<file path="config.mk">
export PLATFORM = sky130hd
export DESIGN_NAME = jlcr_config_regs
export DESIGN_NICKNAME = d
export VERILOG_FILES = /design/src/core/jlcr_pkg.sv /design/src/core/jlcr_config_regs.sv
export SDC_FILE = /design/constraint.sdc
export NUM_CORES = 1
export LEC_CHECK = 0
export BUFFER_PORTS_ARGS = -buffer_cell sky130_fd_sc_hd__buf_4
export CAP_MARGIN = 20
export CORE_UTILIZATION = 51
export DETAILED_ROUTE_END_ITERATION = 7
export PLACE_DENSITY = 0.81
export SETUP_SLACK_MARGIN = 0.3
export SYNTH_ARGS = -nofsm -noshare
export SYNTH_HDL_FRONTEND = slang
export SYNTH_SLANG_ARGS = --single-unit
</file>
<file path="constraint.sdc">
create_clock -name pclk -period 4.6 [get_ports pclk]
set_input_delay 0.46 -clock pclk [delete_from_list [all_inputs] [get_ports pclk]]
set_output_delay 0.46 -clock pclk [all_outputs]
set_load 0.01 [all_outputs]
</file>
<file path="src/core/jlcr_pkg.sv">
// Constants for the serial link configuration register bank
package jlcr_pkg;
    // Register indices; byte address is four times the index
    localparam logic [6:0] IDX_PREEMPH = 7'h4d;
    localparam logic [6:0] IDX_REGULATOR = 7'h50;
    localparam logic [6:0] IDX_IDENT = 7'h51;
    localparam logic [6:0] IDX_SCRAMBLE = 7'h52;
    localparam logic [6:0] IDX_MFLEN = 7'h53;
    localparam logic [6:0] IDX_VERSION = 7'h55;
    localparam int ADDR_W = 12;
    localparam logic [11:0] ADDR_PREEMPH = {3'h0, IDX_PREEMPH, 2'h0};
    localparam logic [11:0] ADDR_REGULATOR = {3'h0, IDX_REGULATOR, 2'h0};
    localparam logic [11:0] ADDR_IDENT = {3'h0, IDX_IDENT, 2'h0};
    localparam logic [11:0] ADDR_SCRAMBLE = {3'h0, IDX_SCRAMBLE, 2'h0};
    localparam logic [11:0] ADDR_MFLEN = {3'h0, IDX_MFLEN, 2'h0};
    localparam logic [11:0] ADDR_VERSION = {3'h0, IDX_VERSION, 2'h0};
    // Field positions (low bit of each field)
    localparam int POS_STRENGTH = 4;
    localparam int POS_REG_BOOST = 1;
    localparam int POS_PART = 8;
    localparam int POS_BANK = 0;
    localparam int POS_SCRAMBLE = 7;
    localparam int POS_MFLEN = 0;
    localparam int POS_SUBCLASS = 13;
    localparam int POS_REVISION = 5;
    // Values after reset
    localparam logic [3:0] RST_STRENGTH = 4'h0;
    localparam logic RST_REG_BOOST = 1'b0;
    localparam logic [7:0] RST_PART = 8'h00;
    localparam logic [4:0] RST_BANK = 5'h00;
    localparam logic RST_SCRAMBLE = 1'b0;
    localparam logic [4:0] RST_MFLEN = 5'h00;
    localparam logic [2:0] RST_SUBCLASS = 3'h0;
    localparam logic [2:0] RST_REVISION = 3'h0;
    // Link revision and subclass codes
    localparam logic [2:0] REV_A = 3'h0;
    localparam logic [2:0] REV_B = 3'h1;
    localparam logic [2:0] SUBCLASS_0 = 3'h0;
    localparam logic [2:0] SUBCLASS_1 = 3'h1;
    localparam logic [2:0] SUBCLASS_2 = 3'h2;
    // Pre-emphasis current step in microamps
    localparam int STEP_UA = 250;
    localparam logic [11:0] STEP_UA_W = 12'(STEP_UA);
endpackage

</file>
<file path="src/core/jlcr_config_regs.sv">
// Serial link configuration register bank with an APB slave port
//
// Summary of operation
// [RL1] Extra pre-emphasis current is strength code times a quarter milliamp.
// [RL2] A strength code of zero means no pre-emphasis at all.
// [RL3] Regulator boost: clear gives default level, set gives raised level.
// [RL4] Upper byte of the identifier register forces the part number field.
// [RL5] Low five bits of the identifier register force the bank number.
// [RL6] Scrambler bit turns lane scrambling off when clear, on when set.
// [RL7] Multiframe length minus one, applied only while its force bit is set.
// [RL8] Subclass codes 000, 001, 010 select subclass 0, 1, 2.
// [RL9] Revision code 000 selects revision A, 001 selects revision B.
// [RL10] Fields act only with override enable; else revision B, subclass 1.
// [RL11] Software writes zero to unused bits; all fields reset to zero.
`timescale 1ns/10ps
module jlcr_config_regs
(
    // Clock and reset
    input wire logic pclk,
    input wire logic presetn,
    // APB slave
    input wire logic psel,
    input wire logic penable,
    input wire logic pwrite,
    input wire logic [jlcr_pkg::ADDR_W-1:0] paddr,
    input wire logic [31:0] pwdata,
    input wire logic [3:0] pstrb,
    output logic [31:0] prdata,
    output logic pready,
    output logic pslverr,
    // Force bits held elsewhere in the register map
    input wire logic multiframe_force,
    input wire logic revision_override_enable,
    // Lane driver
    output logic [3:0] driver_boost_strength,
    output logic [11:0] preemph_current_ua,
    output logic preemph_active,
    // Link PLL regulator
    output logic link_pll_regulator_boost,
    // Link configuration fields
    output logic [7:0] forced_part_number_field,
    output logic [4:0] forced_bank_number_field,
    output logic scrambler_on,
    output logic [4:0] forced_multiframe_length,
    output logic multiframe_force_active,
    output logic [5:0] frames_per_multiframe,
    output logic [2:0] link_subclass_select,
    output logic [2:0] link_revision_select,
    output logic [2:0] active_subclass,
    output logic [2:0] active_revision,
    output logic active_config_invalid
);

    typedef struct packed {
        logic [3:0] strength;
        logic reg_boost;
        logic [7:0] part;
        logic [4:0] bank;
        logic scramble;
        logic [4:0] mflen;
        logic [2:0] subclass;
        logic [2:0] revision;
        logic [11:0] current_ua;
        logic preemph_on;
        logic mf_active;
        logic [5:0] mf_frames;
        logic [2:0] act_sub;
        logic [2:0] act_rev;
        logic act_bad;
        logic [15:0] rdata;
        logic err;
    } jlcr_state_s;

    localparam jlcr_state_s RESET_STATE = '{
        strength: jlcr_pkg::RST_STRENGTH,
        reg_boost: jlcr_pkg::RST_REG_BOOST,
        part: jlcr_pkg::RST_PART,
        bank: jlcr_pkg::RST_BANK,
        scramble: jlcr_pkg::RST_SCRAMBLE,
        mflen: jlcr_pkg::RST_MFLEN,
        subclass: jlcr_pkg::RST_SUBCLASS,
        revision: jlcr_pkg::RST_REVISION,
        current_ua: 12'h000,
        preemph_on: 1'b0,
        mf_active: 1'b0,
        mf_frames: 6'h00,
        act_sub: jlcr_pkg::SUBCLASS_1,
        act_rev: jlcr_pkg::REV_B,
        act_bad: 1'b0,
        rdata: 16'h0000,
        err: 1'b0
    };

    jlcr_state_s state_q;
    jlcr_state_s state_d;

    logic setup_phase;
    logic access_phase;
    logic wr_en;
    logic lo_lane;
    logic hi_lane;

    assign setup_phase = psel & ~penable;
    assign access_phase = psel & penable;
    // Write lands on the access edge of a mapped, aligned address
    assign wr_en = access_phase & pwrite & ~state_q.err;
    assign lo_lane = pstrb[0];
    assign hi_lane = pstrb[1];

    always_comb
    begin
        state_d = state_q;
        // Address decode and read data capture in the setup cycle
        if (setup_phase)
        begin
            state_d.err = 1'b0;
            state_d.rdata = 16'h0000;
            case (paddr)
                jlcr_pkg::ADDR_PREEMPH:
                    state_d.rdata[jlcr_pkg::POS_STRENGTH +: 4] =
                        state_q.strength;
                jlcr_pkg::ADDR_REGULATOR:
                    state_d.rdata[jlcr_pkg::POS_REG_BOOST] =
                        state_q.reg_boost;
                jlcr_pkg::ADDR_IDENT:
                begin
                    state_d.rdata[jlcr_pkg::POS_PART +: 8] = state_q.part;
                    state_d.rdata[jlcr_pkg::POS_BANK +: 5] = state_q.bank;
                end
                jlcr_pkg::ADDR_SCRAMBLE:
                    state_d.rdata[jlcr_pkg::POS_SCRAMBLE] = state_q.scramble;
                jlcr_pkg::ADDR_MFLEN:
                    state_d.rdata[jlcr_pkg::POS_MFLEN +: 5] = state_q.mflen;
                jlcr_pkg::ADDR_VERSION:
                begin
                    state_d.rdata[jlcr_pkg::POS_SUBCLASS +: 3] =
                        state_q.subclass;
                    state_d.rdata[jlcr_pkg::POS_REVISION +: 3] =
                        state_q.revision;
                end
                default:
                    state_d.err = 1'b1;
            endcase
        end
        // Unused bit positions are not stored and read back as zero
        if (wr_en)
        begin
            case (paddr)
                jlcr_pkg::ADDR_PREEMPH:
                    if (lo_lane)
                        state_d.strength =
                            pwdata[jlcr_pkg::POS_STRENGTH +: 4]; // RL1
                jlcr_pkg::ADDR_REGULATOR:
                    if (lo_lane)
                        state_d.reg_boost =
                            pwdata[jlcr_pkg::POS_REG_BOOST]; // RL3
                jlcr_pkg::ADDR_IDENT:
                begin
                    if (hi_lane)
                        state_d.part = pwdata[jlcr_pkg::POS_PART +: 8]; // RL4
                    if (lo_lane)
                        state_d.bank = pwdata[jlcr_pkg::POS_BANK +: 5]; // RL5
                end
                jlcr_pkg::ADDR_SCRAMBLE:
                    if (lo_lane)
                        state_d.scramble =
                            pwdata[jlcr_pkg::POS_SCRAMBLE]; // RL6
                jlcr_pkg::ADDR_MFLEN:
                    if (lo_lane)
                        state_d.mflen =
                            pwdata[jlcr_pkg::POS_MFLEN +: 5]; // RL7
                jlcr_pkg::ADDR_VERSION:
                begin
                    if (hi_lane)
                        state_d.subclass =
                            pwdata[jlcr_pkg::POS_SUBCLASS +: 3]; // RL8
                    if (lo_lane)
                        state_d.revision =
                            pwdata[jlcr_pkg::POS_REVISION +: 3]; // RL9
                end
                default:
                    state_d.err = state_q.err;
            endcase
        end
        // Derived link settings follow the new field values
        state_d.current_ua =
            12'(state_d.strength) * jlcr_pkg::STEP_UA_W; // RL1
        state_d.preemph_on = (state_d.strength != 4'h0); // RL2
        state_d.mf_active = multiframe_force; // RL7
        state_d.mf_frames = multiframe_force ?
            6'({1'b0, state_d.mflen} + 6'h01) : 6'h00; // RL7
        if (revision_override_enable)
        begin
            state_d.act_sub = state_d.subclass; // RL8
            state_d.act_rev = state_d.revision; // RL9
        end
        else
        begin
            state_d.act_sub = jlcr_pkg::SUBCLASS_1; // RL10
            state_d.act_rev = jlcr_pkg::REV_B; // RL10
        end
        state_d.act_bad = (state_d.act_sub > jlcr_pkg::SUBCLASS_2) ||
            (state_d.act_rev > jlcr_pkg::REV_B);
    end

    always_ff @(posedge pclk or negedge presetn)
    begin
        if (!presetn)
            state_q <= RESET_STATE; // RL11
        else
            state_q <= state_d;
    end

    // Zero-wait slave: every access completes in its first access cycle
    assign pready = 1'b1;
    assign pslverr = access_phase & state_q.err;
    assign prdata = {16'h0000, state_q.rdata};

    assign driver_boost_strength = state_q.strength;
    assign preemph_current_ua = state_q.current_ua;
    assign preemph_active = state_q.preemph_on;
    assign link_pll_regulator_boost = state_q.reg_boost;
    assign forced_part_number_field = state_q.part;
    assign forced_bank_number_field = state_q.bank;
    assign scrambler_on = state_q.scramble;
    assign forced_multiframe_length = state_q.mflen;
    assign multiframe_force_active = state_q.mf_active;
    assign frames_per_multiframe = state_q.mf_frames;
    assign link_subclass_select = state_q.subclass;
    assign link_revision_select = state_q.revision;
    assign active_subclass = state_q.act_sub;
    assign active_revision = state_q.act_rev;
    assign active_config_invalid = state_q.act_bad;

    // Checks on the block's own outputs

    boost_current_a: assert property ( // RL1
        @(posedge pclk) disable iff (!presetn)
        preemph_current_ua ==
            12'(driver_boost_strength) * jlcr_pkg::STEP_UA_W)
    else $error("pre-emphasis current not strength times step");

    no_preemph_a: assert property ( // RL2
        @(posedge pclk) disable iff (!presetn)
        (driver_boost_strength == 4'h0) |->
            (!preemph_active && preemph_current_ua == 12'h000))
    else $error("pre-emphasis active with zero strength");

    regulator_boost_a: assert property ( // RL3
        @(posedge pclk) disable iff (!presetn)
        (wr_en && paddr == jlcr_pkg::ADDR_REGULATOR && pstrb[0]) |=>
            (link_pll_regulator_boost == $past(pwdata[1])))
    else $error("regulator boost did not follow write");

    part_number_a: assert property ( // RL4
        @(posedge pclk) disable iff (!presetn)
        (wr_en && paddr == jlcr_pkg::ADDR_IDENT && pstrb[1]) |=>
            (forced_part_number_field == $past(pwdata[15:8])))
    else $error("part number field did not follow write");

    bank_number_a: assert property ( // RL5
        @(posedge pclk) disable iff (!presetn)
        (wr_en && paddr == jlcr_pkg::ADDR_IDENT && pstrb[0]) |=>
            (forced_bank_number_field == $past(pwdata[4:0])))
    else $error("bank number field did not follow write");

    scrambler_hold_a: assert property ( // RL6
        @(posedge pclk) disable iff (!presetn)
        !(wr_en && paddr == jlcr_pkg::ADDR_SCRAMBLE) |=>
            $stable(scrambler_on))
    else $error("scrambler enable changed without a write");

    mf_apply_a: assert property ( // RL7
        @(posedge pclk) disable iff (!presetn)
        !multiframe_force ##1 !multiframe_force |->
            (!multiframe_force_active && frames_per_multiframe == 6'h00))
    else $error("multiframe length applied without force");

    mf_length_a: assert property ( // RL7
        @(posedge pclk) disable iff (!presetn)
        $past(multiframe_force) |->
            frames_per_multiframe == {1'b0, forced_multiframe_length} + 6'h01)
    else $error("frames per multiframe not length plus one");

    subclass_sel_a: assert property ( // RL8
        @(posedge pclk) disable iff (!presetn)
        $past(revision_override_enable) && $stable(link_subclass_select)
            |-> active_subclass == link_subclass_select)
    else $error("subclass not taken from its field");

    revision_sel_a: assert property ( // RL9
        @(posedge pclk) disable iff (!presetn)
        $past(revision_override_enable) && $stable(link_revision_select)
            |-> active_revision == link_revision_select)
    else $error("revision not taken from its field");

    default_mode_a: assert property ( // RL10
        @(posedge pclk) disable iff (!presetn)
        !revision_override_enable |=>
            (active_revision == 3'h1 && active_subclass == 3'h1))
    else $error("default mode not revision B subclass 1");

    unmapped_err_a: assert property (
        @(posedge pclk) disable iff (!presetn)
        (setup_phase && paddr[1:0] != 2'h0) ##1 access_phase |->
            (pslverr && prdata == 32'h0000_0000))
    else $error("misaligned access not flagged");

endmodule

</file>
==> run metrics, run 1 <==
initial drt markers 83; Final Max Slew Viols 0; Post-Route Utilization 0.5998; vias 2700; drt via density 5.037; TritonCTS clock tree done; Initial Util 0.5328; Die Width 92.55 µm; largest family of logic cells by synthesized area buffers and inverters; worst endpoint required time 4.86 ns; Crit path largest cell delay 0.53 ns; Pint 0.9119 mW; Clock Path Buffers 2; share of the yosys chip area belonging to registers 0.4255; wire length per cell 14.82 µm; XOR/XNOR share of the synthesized area 0.01466; Crit Path Class input pin to register; top-area cell type share of the netlist area 0.4129; total track usage 0.1945; CTS root buffer clkbuf_8; clk sinks 71; mux contribution to synthesized area 0.09037; largest net degree at the start of global routing 72; worst path arrival time 4.33 ns; CTS buffer count 9; R2R Path Start state_q[0]; fraction of layout instances using a drive strength above 1 0.3733; sequential cell area 1779 µm²; Clock Latency Late Sink 0.34 ns; sequential power share 0.524; Avg Cell Area, Syn 10.86 µm²; Setup-failing EPs final 0; die area 8566 µm²; total grt overflow 0; post_cts resized 0; Final nets 507; first-pass GRT wire length 12.83 mm; Die Y 92.55 µm; Port Buffers 109; Logic pwr share 0.063; power density over the cells 255.1 nW/µm²; VDD IR max 0.1686 mV; Final HPWL DP 5.919 mm; initial antenna violation count 0; worst-path cell chain buf_4 -> nor4b_4 -> and4_1 -> and3_1 -> mux2_2 -> inv_1 -> fa_2 -> fa_1 -> inv_1 -> ha_1 -> o21ai_0 -> o21bai_1 -> a21oi_1 -> o32ai_1 -> a21oi_1 -> xnor2_1; Hold-fix buffers, CTS 0; P_leak 2.539 nW; simple-gate area share of the yosys netlist 0.1179; Clk pwr share 0.413; cell count after synthesis 385; mapped cell area 4182 µm²; Max-cap violations 0; fmax 245.7 MHz; status finished, final reports clean; Synth Flop Type dfrtp_1; Fillers 680; Detailed Routing Iterations Pass 1 4; yosys warns 0; final hold vios 0; Buffers & Inverters on Critical Path 3; post-CTS setup buffer count 0; Worst-Margin Slew 0.9469 ns; DRC errors left 0; Antenna Cells 0; Switching Share 0.2405; Core Area 7848 µm²; Worst Skew 0.01265 ns; most area-hungry cell type in the Yosys netlist dfrtp_1; Synth top cells by count 86 x buf_4, 69 x dfrtp_1, 32 x nand2_1, 23 x inv_1; EDFF count, synth 0; clock slew seen by the registers of the worst setup and hold paths 0.08 ns; CP startpoint paddr[3]; slew margin rel. 0.3660; min Tclk post-route 4.069 ns; post-synthesis compound-gate area fraction 0.07421; setup_tns 0 ns; Cell variety after synth 61; CTS H-Tree Depth 3; IO Count 146; Max FO, Critical Path 9; top cells by area, synth dfrtp_1 41%, buf_4 15%, ha_1 4.8%; remaining antenna violation count 0; switching power 0.2888 mW; total wire length 7.941 mm; hold crit path type input pin to asynchronous set/reset pin; area of the multi-input gates 1653 µm²; Top delay family on crit path adder cells; RSZ-0062 raised after global routing no; Startpoint Class input pin; GPL Wtd Cong 0.8512; share of flip-flops with an asynchronous set or reset 1.000; #FFs+latches synth 71; vias in the first global route 2653; post-synthesis adder-cell area fraction 0.08139; area grow syn2layout 12.57%; worst-path cell with the longest stage delay fa_1; Critical Path End Type register; Tcrit/Tclk final 0.8846; most common cell in the netlist buf_4; cell row count 32
## cells by family after synthesis
group | Yosys count
buf+inv | 120
xor+xnor | 7
mux | 34
compound gates | 47
flops | 71
simple gates | 81
fa+ha+maj | 23
other cells | 2
## sequential cells by signal (all words and copies together), names as in the netlist
| signal | cells |
|---|---|
| preemph_current_ua | 9 |
| driver_boost_strength | 4 |
| link_subclass_select | 3 |
| link_revision_select | 3 |
| active_subclass | 3 |
| link_pll_regulator_boost | 1 |
| active_revision | 3 |
| preemph_active | 1 |
| forced_part_number_field | 8 |
| multiframe_force_active | 1 |
| forced_bank_number_field | 5 |
| scrambler_on | 1 |
| active_config_invalid | 1 |
| prdata | 16 |
| forced_multiframe_length | 5 |
| state_q | 1 |
| frames_per_multiframe | 6 |
## power groups by stage
stage | combinational [mW] | sequential [mW] | clock, mW
6_report | 0.0761 | 0.629 | 0.496
5_1_grt | 0.0840 | 0.629 | 0.540
4_1_cts | 0.0749 | 0.629 | 0.507
3_5_place_dp | 0.0748 | 0.641 | 0
3_3_place_gp | 0.0736 | 0.641 | 0
2_1_floorplan | 0.0403 | 0.641 | 0
## through the flow
step / instance area [µm²] / power [mW] / instances / setup WS, ns / hold WS, ns
5_1_grt: 4707 / 1.253 / 536 / 0.3029 / 0.2260
6_report: 4707 / 1.201 / 536 / 0.5307 / 0.2389
4_1_cts: 4690 / 1.211 / 535 / 0.5051 / 0.2301
3_3_place_gp: 4492 / 0.7146 / 519 / 0.2091 / 0.4650
2_1_floorplan: 4242 / 0.6813 / 401 / 0.3600 / 0.1644
3_5_place_dp: 4492 / 0.7160 / 519 / 0.1551 / 0.4777
## cells in the final DEF, fill, tap and decap left out, types with 9 or more instances in the layout
cell type / count
dfrtp_1: 69
clkbuf_8: 9
inv_1: 23
mux2i_1: 9
buf_4: 113
o21ai_0: 16
conb_1: 18
nor2_1: 10
mux2_2: 15
ha_1: 16
nand2_1: 32
## area by class of cell
| cell class | instances | share of cell area |
|---|---|---|
| Sequential cell | 71 | 0.3780 |
| Multi-Input combinational cell | 210 | 0.3511 |
| Timing Repair Buffer | 114 | 0.1834 |
| Clock buffer | 10 | 0.02711 |
| Tap cell | 102 | 0.02711 |
| Inverter | 23 | 0.01834 |
| Clock inverter | 6 | 0.01489 |
## path summary, 6_finish.rpt
| check | end | slack (ns) | cells past startpoint |
|---|---|---|---|
| worst max-delay path | preemph_current_ua[11] | 0.53 | 16 |
| worst min-delay path | frames_per_multiframe[0] | 0.24 | 1 |
| worst max register to register | preemph_current_ua[11] | 0.61 | 14 |
| worst min register to register | prdata[5] | 0.49 | 2 |
| max in group asynchronous | prdata[15] | 3.78 | 1 |
| min in group pclk | multiframe_force_active | 0.24 | 1 |
## layer usage
layer	routed length, µm	global-route usage	vias up
li1	-	-	1281
met1	3475	0.2429	1328
met2	3941	0.3327	82
met3	416	0.04023	9
met5	0	0	-
met4	107	0.06901	0
Power figures use the tool's default switching activity.
==> run 2: changes to the inputs <==
ABC_AREA = 1   (was default)
CORE_MARGIN = 4   (was default)
==> run 2 against run 1 <==
Sequential power up 3%; flip-flop and latch count is the same; combinational power grew 55%; clock power grew 12%; sequential share of layout area decreased by 0.92 points; first-iteration DRC count rose by 33%; via count rose by 13%; worst hold slack better by 0.013 ns; total power up 9.9%; synthesized cell count rose by 22%; global-route usage shrank 1.2 points; core utilization fell by 0.97 points.
==> run metrics, run 2 <==
status finished, final reports clean (unchanged); clock slew seen by the registers of the worst setup and hold paths 0.07 ns (was 0.08 ns); initial antenna violation count 0 (unchanged); share of the yosys chip area belonging to registers 0.4187 (was 0.4255); Max-cap violations 0 (unchanged); top-area cell type share of the netlist area 0.4064 (was 0.4129); Avg Cell Area, Syn 9.021 µm² (was 10.86 µm²); fraction of layout instances using a drive strength above 1 0.3212 (was 0.3733); setup ws final 0.6794 ns (was 0.5307 ns); total grt overflow 0 (unchanged); CP startpoint paddr[1] (was paddr[3]); Startpoint Class input pin (unchanged); Hold-fix buffers, CTS 0 (unchanged); Setup-failing EPs final 0 (unchanged); wire length per cell 14.10 µm (was 14.82 µm); Metal-1 WL 3.616 mm (was 3.475 mm); vias in the first global route 3034 (was 2653); area grow syn2layout 13.55% (was 12.57%); register-to-register setup slack 0.73 ns (was 0.61 ns); leading cell type in the layout, fill and taps excluded buf_4 (unchanged); first-pass GRT wire length 14.51 mm (was 12.83 mm); cell count after synthesis 471 (was 385); Crit Path Class input pin to register (unchanged); CTS H-Tree Depth 3 (unchanged); Final nets 596 (was 507); Clock Latency Late Sink 0.33 ns (was 0.34 ns); met3 WL 749 µm (was 416 µm); crit path to preemph_current_ua[11] (unchanged); Worst Skew 0.007685 ns (was 0.01265 ns); yosys warns 0 (unchanged); #FFs+latches synth 71 (unchanged); Tcrit/Tclk final 0.8523 (was 0.8846); remaining antenna violation count 0 (unchanged); worst path arrival time 4.14 ns (was 4.33 ns); initial drt markers 110 (was 83); drt via density 4.855 (was 5.037); routed length on met2 4.381 mm (was 3.941 mm); total wire length 8.852 mm (was 7.941 mm); Synth top cells by count 86 x buf_4, 78 x nand2_1, 69 x dfrtp_1, 49 x inv_1, 29 x nor2_1 (was 86 x buf_4, 69 x dfrtp_1, 32 x nand2_1, 23 x inv_1); IO Count 146 (unchanged); post_cts resized 0 (unchanged); largest net degree at the start of global routing 72 (unchanged); Die Y 99.28 µm (was 92.55 µm); Max FO, Critical Path 6 (was 9); vias 3049 (was 2700); Cell variety after synth 43 (was 61); final hold vios 0 (unchanged); share of flip-flops with an asynchronous set or reset 1.000 (unchanged); most frequent cells in the layout 110 x buf_4, 78 x nand2_1, 69 x dfrtp_1 (was 113 x buf_4, 69 x dfrtp_1, 32 x nand2_1); P_leak 2.594 nW (was 2.539 nW); CTS buffer count 9 (unchanged); Antenna Cells 0 (unchanged); max reg flops 16 (unchanged); CTS root buffer clkbuf_8 (unchanged); VDD IR max 0.1242 mV (was 0.1686 mV); power density over the cells 273.6 nW/µm² (was 255.1 nW/µm²); Top Metal Used met4 (unchanged); Worst-Margin Slew 0.8628 ns (was 0.9469 ns); total track usage 0.1827 (was 0.1945); Final Max Slew Viols 0 (unchanged); worst endpoint required time 4.82 ns (was 4.86 ns); EDFF count, synth 0 (unchanged); most common cell in the netlist buf_4 (unchanged); slew margin rel. 0.4248 (was 0.3660); die area 9856 µm² (was 8566 µm²); Die Width 99.28 µm (was 92.55 µm); DRC errors left 0 (unchanged); reg-to-reg endpoint preemph_current_ua[11] (unchanged); post-CTS setup buffer count 0 (unchanged); top cells by area, synth dfrtp_1 41%, buf_4 15%, nand2_1 6.9% (was dfrtp_1 41%, buf_4 15%, ha_1 4.8%); Initial Util 0.5197 (was 0.5328); cell row count 33 (was 32); mapped cell area 4249 µm² (was 4182 µm²); Core Area 8175 µm² (was 7848 µm²); Critical Path End Type register (unchanged); GPL Wtd Cong 0.8242 (was 0.8512); Worst Reg2Reg Path Length in Cells 18 (was 14); hold crit path type input pin to asynchronous set/reset pin (unchanged); setup_tns 0 ns (unchanged); fmax 255.1 MHz (was 245.7 MHz); dpl ws 0.2277 ns (was 0.1551 ns); Synth Flop Type dfrtp_1 (unchanged); Final HPWL DP 6.974 mm (was 5.919 mm); R2R Path Start state_q[0] (unchanged); most area-hungry cell type in the Yosys netlist dfrtp_1 (unchanged); Detailed Routing Iterations Pass 1 4 (unchanged); Clock Path Buffers 2 (unchanged); Port Buffers 109 (unchanged); clk sinks 71 (unchanged); RSZ-0062 raised after global routing no (unchanged); TritonCTS clock tree done (unchanged); min Tclk post-route 3.921 ns (was 4.069 ns)
-- run 2: changes by cell type after synthesis, sizes merged, moves of 10 or more --
| cell | delta |
|---|---|
| inv | +31 |
| nand2 | +56 |
| mux2 | -16 |
| nor2 | +26 |
| nand3 | +24 |
| a21oi | +12 |
| mux2i | -10 |
-- run 2: cell type report --
type                    instances  area (µm²)
clock buffers                  13       158.9
flip-flops and latches         71        1779
inverters                      56       212.7
multi-input cells             270        1652
repair buffers                110       825.8
clock inverters                 3       65.06
well taps                     105       131.4
fillers                       711        3351
-- run 2: critical path, stage by stage --
cell     delay, ns
buf_4         0.12
nor2_4        0.15
nand2_1       0.15
nor2_2        0.16
nand2_1       0.14
inv_1         0.13
nand3_2       0.14
o21a_1        0.28
inv_1         0.17
fa_2          0.53
fa_1          0.52
inv_1         0.04
ha_1          0.34
a21oi_1       0.17
o21ai_0       0.10
nor2_1        0.21
nor2_1        0.06
nand3_1       0.11
nand2_1       0.06
nand2_1       0.05
nand2_1       0.04
-- run 2: cell families after synthesis --
logic type / Yosys count / synth area share
other cells: 2 / 0.001767
mux: 8 / 0.02120
xor+xnor: 4 / 0.008244
simple gates: 167 / 0.1905
fa+ha+maj: 23 / 0.08009
buf+inv: 146 / 0.2073
flops: 71 / 0.4187
compound gates: 50 / 0.07215
-- run 2: per-layer routing --
layer  global-route usage  up-vias
met1               0.2298     1448
met2               0.3104      109
met3              0.04979       11
met5                    0        -
met4              0.05042        0
li1                     -     1481
-- run 2: power breakdown --
group | internal, mW | switching [mW] | leakage [nW] | total, mW
clock network | 0.335 | 0.221 | 0.114 | 0.556
logic | 0.0499 | 0.0683 | 1.58 | 0.118
registers | 0.639 | 0.00682 | 0.897 | 0.646
total | 1.02 | 0.296 | 2.59 | 1.32
-- run 2: per-stage QoR --
step	hold slack (ns)	util	power (mW)	instance area (µm²)	std cells
final	0.2516	0.5901	1.320	4825	628
after global routing	0.2703	0.5901	1.373	4825	628
after CTS	0.2676	0.5898	1.332	4822	628
after detailed placement	0.4778	0.5624	0.7768	4598	612
after global placement	0.4660	0.5624	0.7741	4598	612
after floorplan	0.1644	-	0.7325	4309	487
-- run 2: how the worst min path moves through the flow --
stage	end	slack, ns	startpoint
2_1_floorplan	active_config_invalid	0.16	presetn
5_1_grt	multiframe_force_active	0.27	multiframe_force
3_5_place_dp	prdata[4]	0.48	prdata[4]
4_1_cts	link_revision_select[1]	0.27	presetn
3_3_place_gp	prdata[4]	0.47	prdata[4]
6_report	active_subclass[1]	0.25	presetn
==> run 3: changes to the inputs <==
clock period = 4.2 ns   (was 4.6 ns; I/O delays follow)
==> run 3 against run 2 <==
Via count rose by 1.1%; core utilization up 0.23 points; routed wire length rose by 2.2%; clock-buffer cell count shrank 4; highest routed layer unchanged; clock power decreased by 4%; worst hold slack got worse by 0.057 ns; total power grew 4.0%; cell count grew 0.80%; worst setup slack worse by 0.16 ns.
==> run metrics, run 3 (same netlist as run 2, synthesis figures left out) <==
hold crit path type input pin to asynchronous set/reset pin (unchanged); Worst Reg2Reg Path Length in Cells 18 (unchanged); Final nets 601 (was 596); status finished, final reports clean (unchanged); reg-to-reg endpoint preemph_current_ua[11] (unchanged); Setup-failing EPs final 0 (unchanged); Antenna Cells 0 (unchanged); sequential cell area 1779 µm² (unchanged); register-to-register setup slack 0.57 ns (was 0.73 ns); initial antenna violation count 0 (unchanged); dpl ws -0.01393 ns (was 0.2277 ns); Detailed Routing Iterations Pass 1 4 (unchanged); Die Width 99.28 µm (unchanged); RSZ-0062 raised after global routing no (unchanged); Most Used Layer, Global Route met2 (unchanged); met3 Usage GRT 0.06031 (was 0.04979); Die Y 99.28 µm (unchanged); Core Area 8175 µm² (unchanged); die area 9856 µm² (unchanged); Initial Util 0.5197 (unchanged); clock slew seen by the registers of the worst setup and hold paths 0.07 ns (about the same); area of the multi-input gates 1662 µm² (was 1652 µm²); TritonCTS clock tree done (unchanged); total wire length 9.043 mm (was 8.852 mm); VDD IR max 0.1349 mV (was 0.1242 mV); leading cell type in the layout, fill and taps excluded buf_4 (unchanged); cell row count 33 (unchanged); largest net degree at the start of global routing 72 (unchanged); Worst Skew 0.008494 ns (was 0.007685 ns); vias in the first global route 3042 (was 3034); slew margin rel. 0.4237 (was 0.4248); final instance area 4843 µm² (was 4825 µm²); R2R Path Start state_q[0] (unchanged); Critical Path End Type register (unchanged); M1 GR Usage 0.2322 (was 0.2298); worst path arrival time 3.90 ns (was 4.14 ns); Crit Path Class input pin to register (unchanged); Clock Path Buffers 2 (unchanged); Max-cap violations 0 (unchanged); CTS buffer count 9 (unchanged); initial drt markers 210 (was 110); Max FO, Critical Path 6 (unchanged); Tot Pwr 1.373 mW (was 1.320 mW); final hold vios 0 (unchanged); met2 Usage GRT 0.3146 (was 0.3104); CTS H-Tree Depth 3 (unchanged); GPL Wtd Cong 0.8235 (was 0.8242); Clock Latency Late Sink 0.34 ns (was 0.33 ns); max reg flops 16 (unchanged); placed cell area 4621 µm² (was 4598 µm²); power density over the cells 283.5 nW/µm² (was 273.6 nW/µm²); fmax 272.1 MHz; clk sinks 71 (unchanged); IO Count 146 (unchanged); area grow syn2layout 13.99% (was 13.55%); setup ws final 0.5244 ns (was 0.6794 ns); Tcrit/Tclk final 0.8751; Worst-Margin Slew 0.8644 ns (was 0.8628 ns); Final Max Slew Viols 0 (unchanged); P_leak 2.607 nW (was 2.594 nW); most frequent cells in the layout 115 x buf_4, 77 x nand2_1, 69 x dfrtp_1 (was 110 x buf_4, 78 x nand2_1, 69 x dfrtp_1); Fillers 723 (was 711); wire length per cell 14.29 µm (was 14.10 µm); Startpoint Class input pin (unchanged); worst endpoint required time 4.43 ns (was 4.82 ns); DRC errors left 0 (unchanged); total track usage 0.1888 (was 0.1827); Final HPWL DP 7.080 mm (was 6.974 mm); drt via density 4.869 (was 4.855); CTS root buffer clkbuf_8 (unchanged); min Tclk post-route 3.676 ns; first-pass GRT wire length 14.73 mm (was 14.51 mm); vias 3082 (was 3049); Port Buffers 109 (unchanged); total grt overflow 0 (unchanged); remaining antenna violation count 0 (unchanged); fraction of layout instances using a drive strength above 1 0.3409 (was 0.3212)
run 3: changes by cell type in the layout (fill, tap and decap cells not counted), moves of 2 or more:
cell      previous run  this run
clkbuf_8            11         9
clkbuf_1             2         0
clkinv_4             0         2
clkinv_2             3         5
buf_4              110       115
run 3: through the flow:
step           utilization  cells  hold WS [ns]  TNS (ns)
4_1_cts             0.5891    631        0.2182         0
2_1_floorplan            -    487        0.1244         0
3_3_place_gp        0.5652    615        0.4655         0
5_1_grt             0.5924    633        0.2109         0
6_report            0.5924    633        0.1949         0
3_5_place_dp        0.5652    615        0.4684  -0.01393
run 3: worst max-delay path by stage:
stage	from	end	slack [ns]	depth (start not counted)
finish	paddr[1]	preemph_current_ua[11]	0.52	21
detailed placement	paddr[1]	preemph_current_ua[11]	-0.01	21
floorplan	paddr[1]	preemph_current_ua[11]	0.56	21
global placement	paddr[1]	preemph_current_ua[11]	0.24	20
global route	paddr[1]	preemph_current_ua[11]	0.30	21
CTS	paddr[1]	preemph_current_ua[11]	0.35	21
run 3: routing by layer:
layer	wire (µm)	vias to the layer above
met4	159	0
met1	3646	1465
met2	4517	105
met5	0	-
li1	-	1499
met3	721	13
run 3: final cells by class:
class / count / share of cell area
sequential: 71 / 0.3673
multi-input combinational: 270 / 0.3431
inverter: 56 / 0.04392
clock inverter: 7 / 0.01472
timing repair buffer: 115 / 0.1782
clock buffer: 9 / 0.02557
tap: 105 / 0.02712
run 3: power by group:
part	switching, mW	leakage, nW	internal [mW]
sequential	0.00760	0.897	0.699
clock	0.261	0.103	0.275
combinational	0.0750	1.61	0.0549
total	0.344	2.61	1.03
run 3: timing repair:
action / in CTS / in global routing
endpoints found under the setup margin: 0 / 3
hold endpoints to repair: 0 / 0
setup buffers: 0 / 2
hold buffers: 0 / 0
resized for setup: 0 / 6
run 3: worst max-delay path, stage by stage:
cell and delay, ns:
buf_4 0.12, nor2_4 0.16, nand2_2 0.11, nor2_2 0.14, nand2_1 0.15, inv_2 0.10, nand3_2 0.12, o21a_1 0.22
inv_1 0.09, fa_2 0.50, fa_1 0.53, inv_1 0.04, ha_1 0.35, a21oi_2 0.17, o21ai_0 0.12, nor2_1 0.21
nor2_1 0.08, nand3_1 0.11, nand2_1 0.06, nand2_1 0.06, nand2_1 0.04
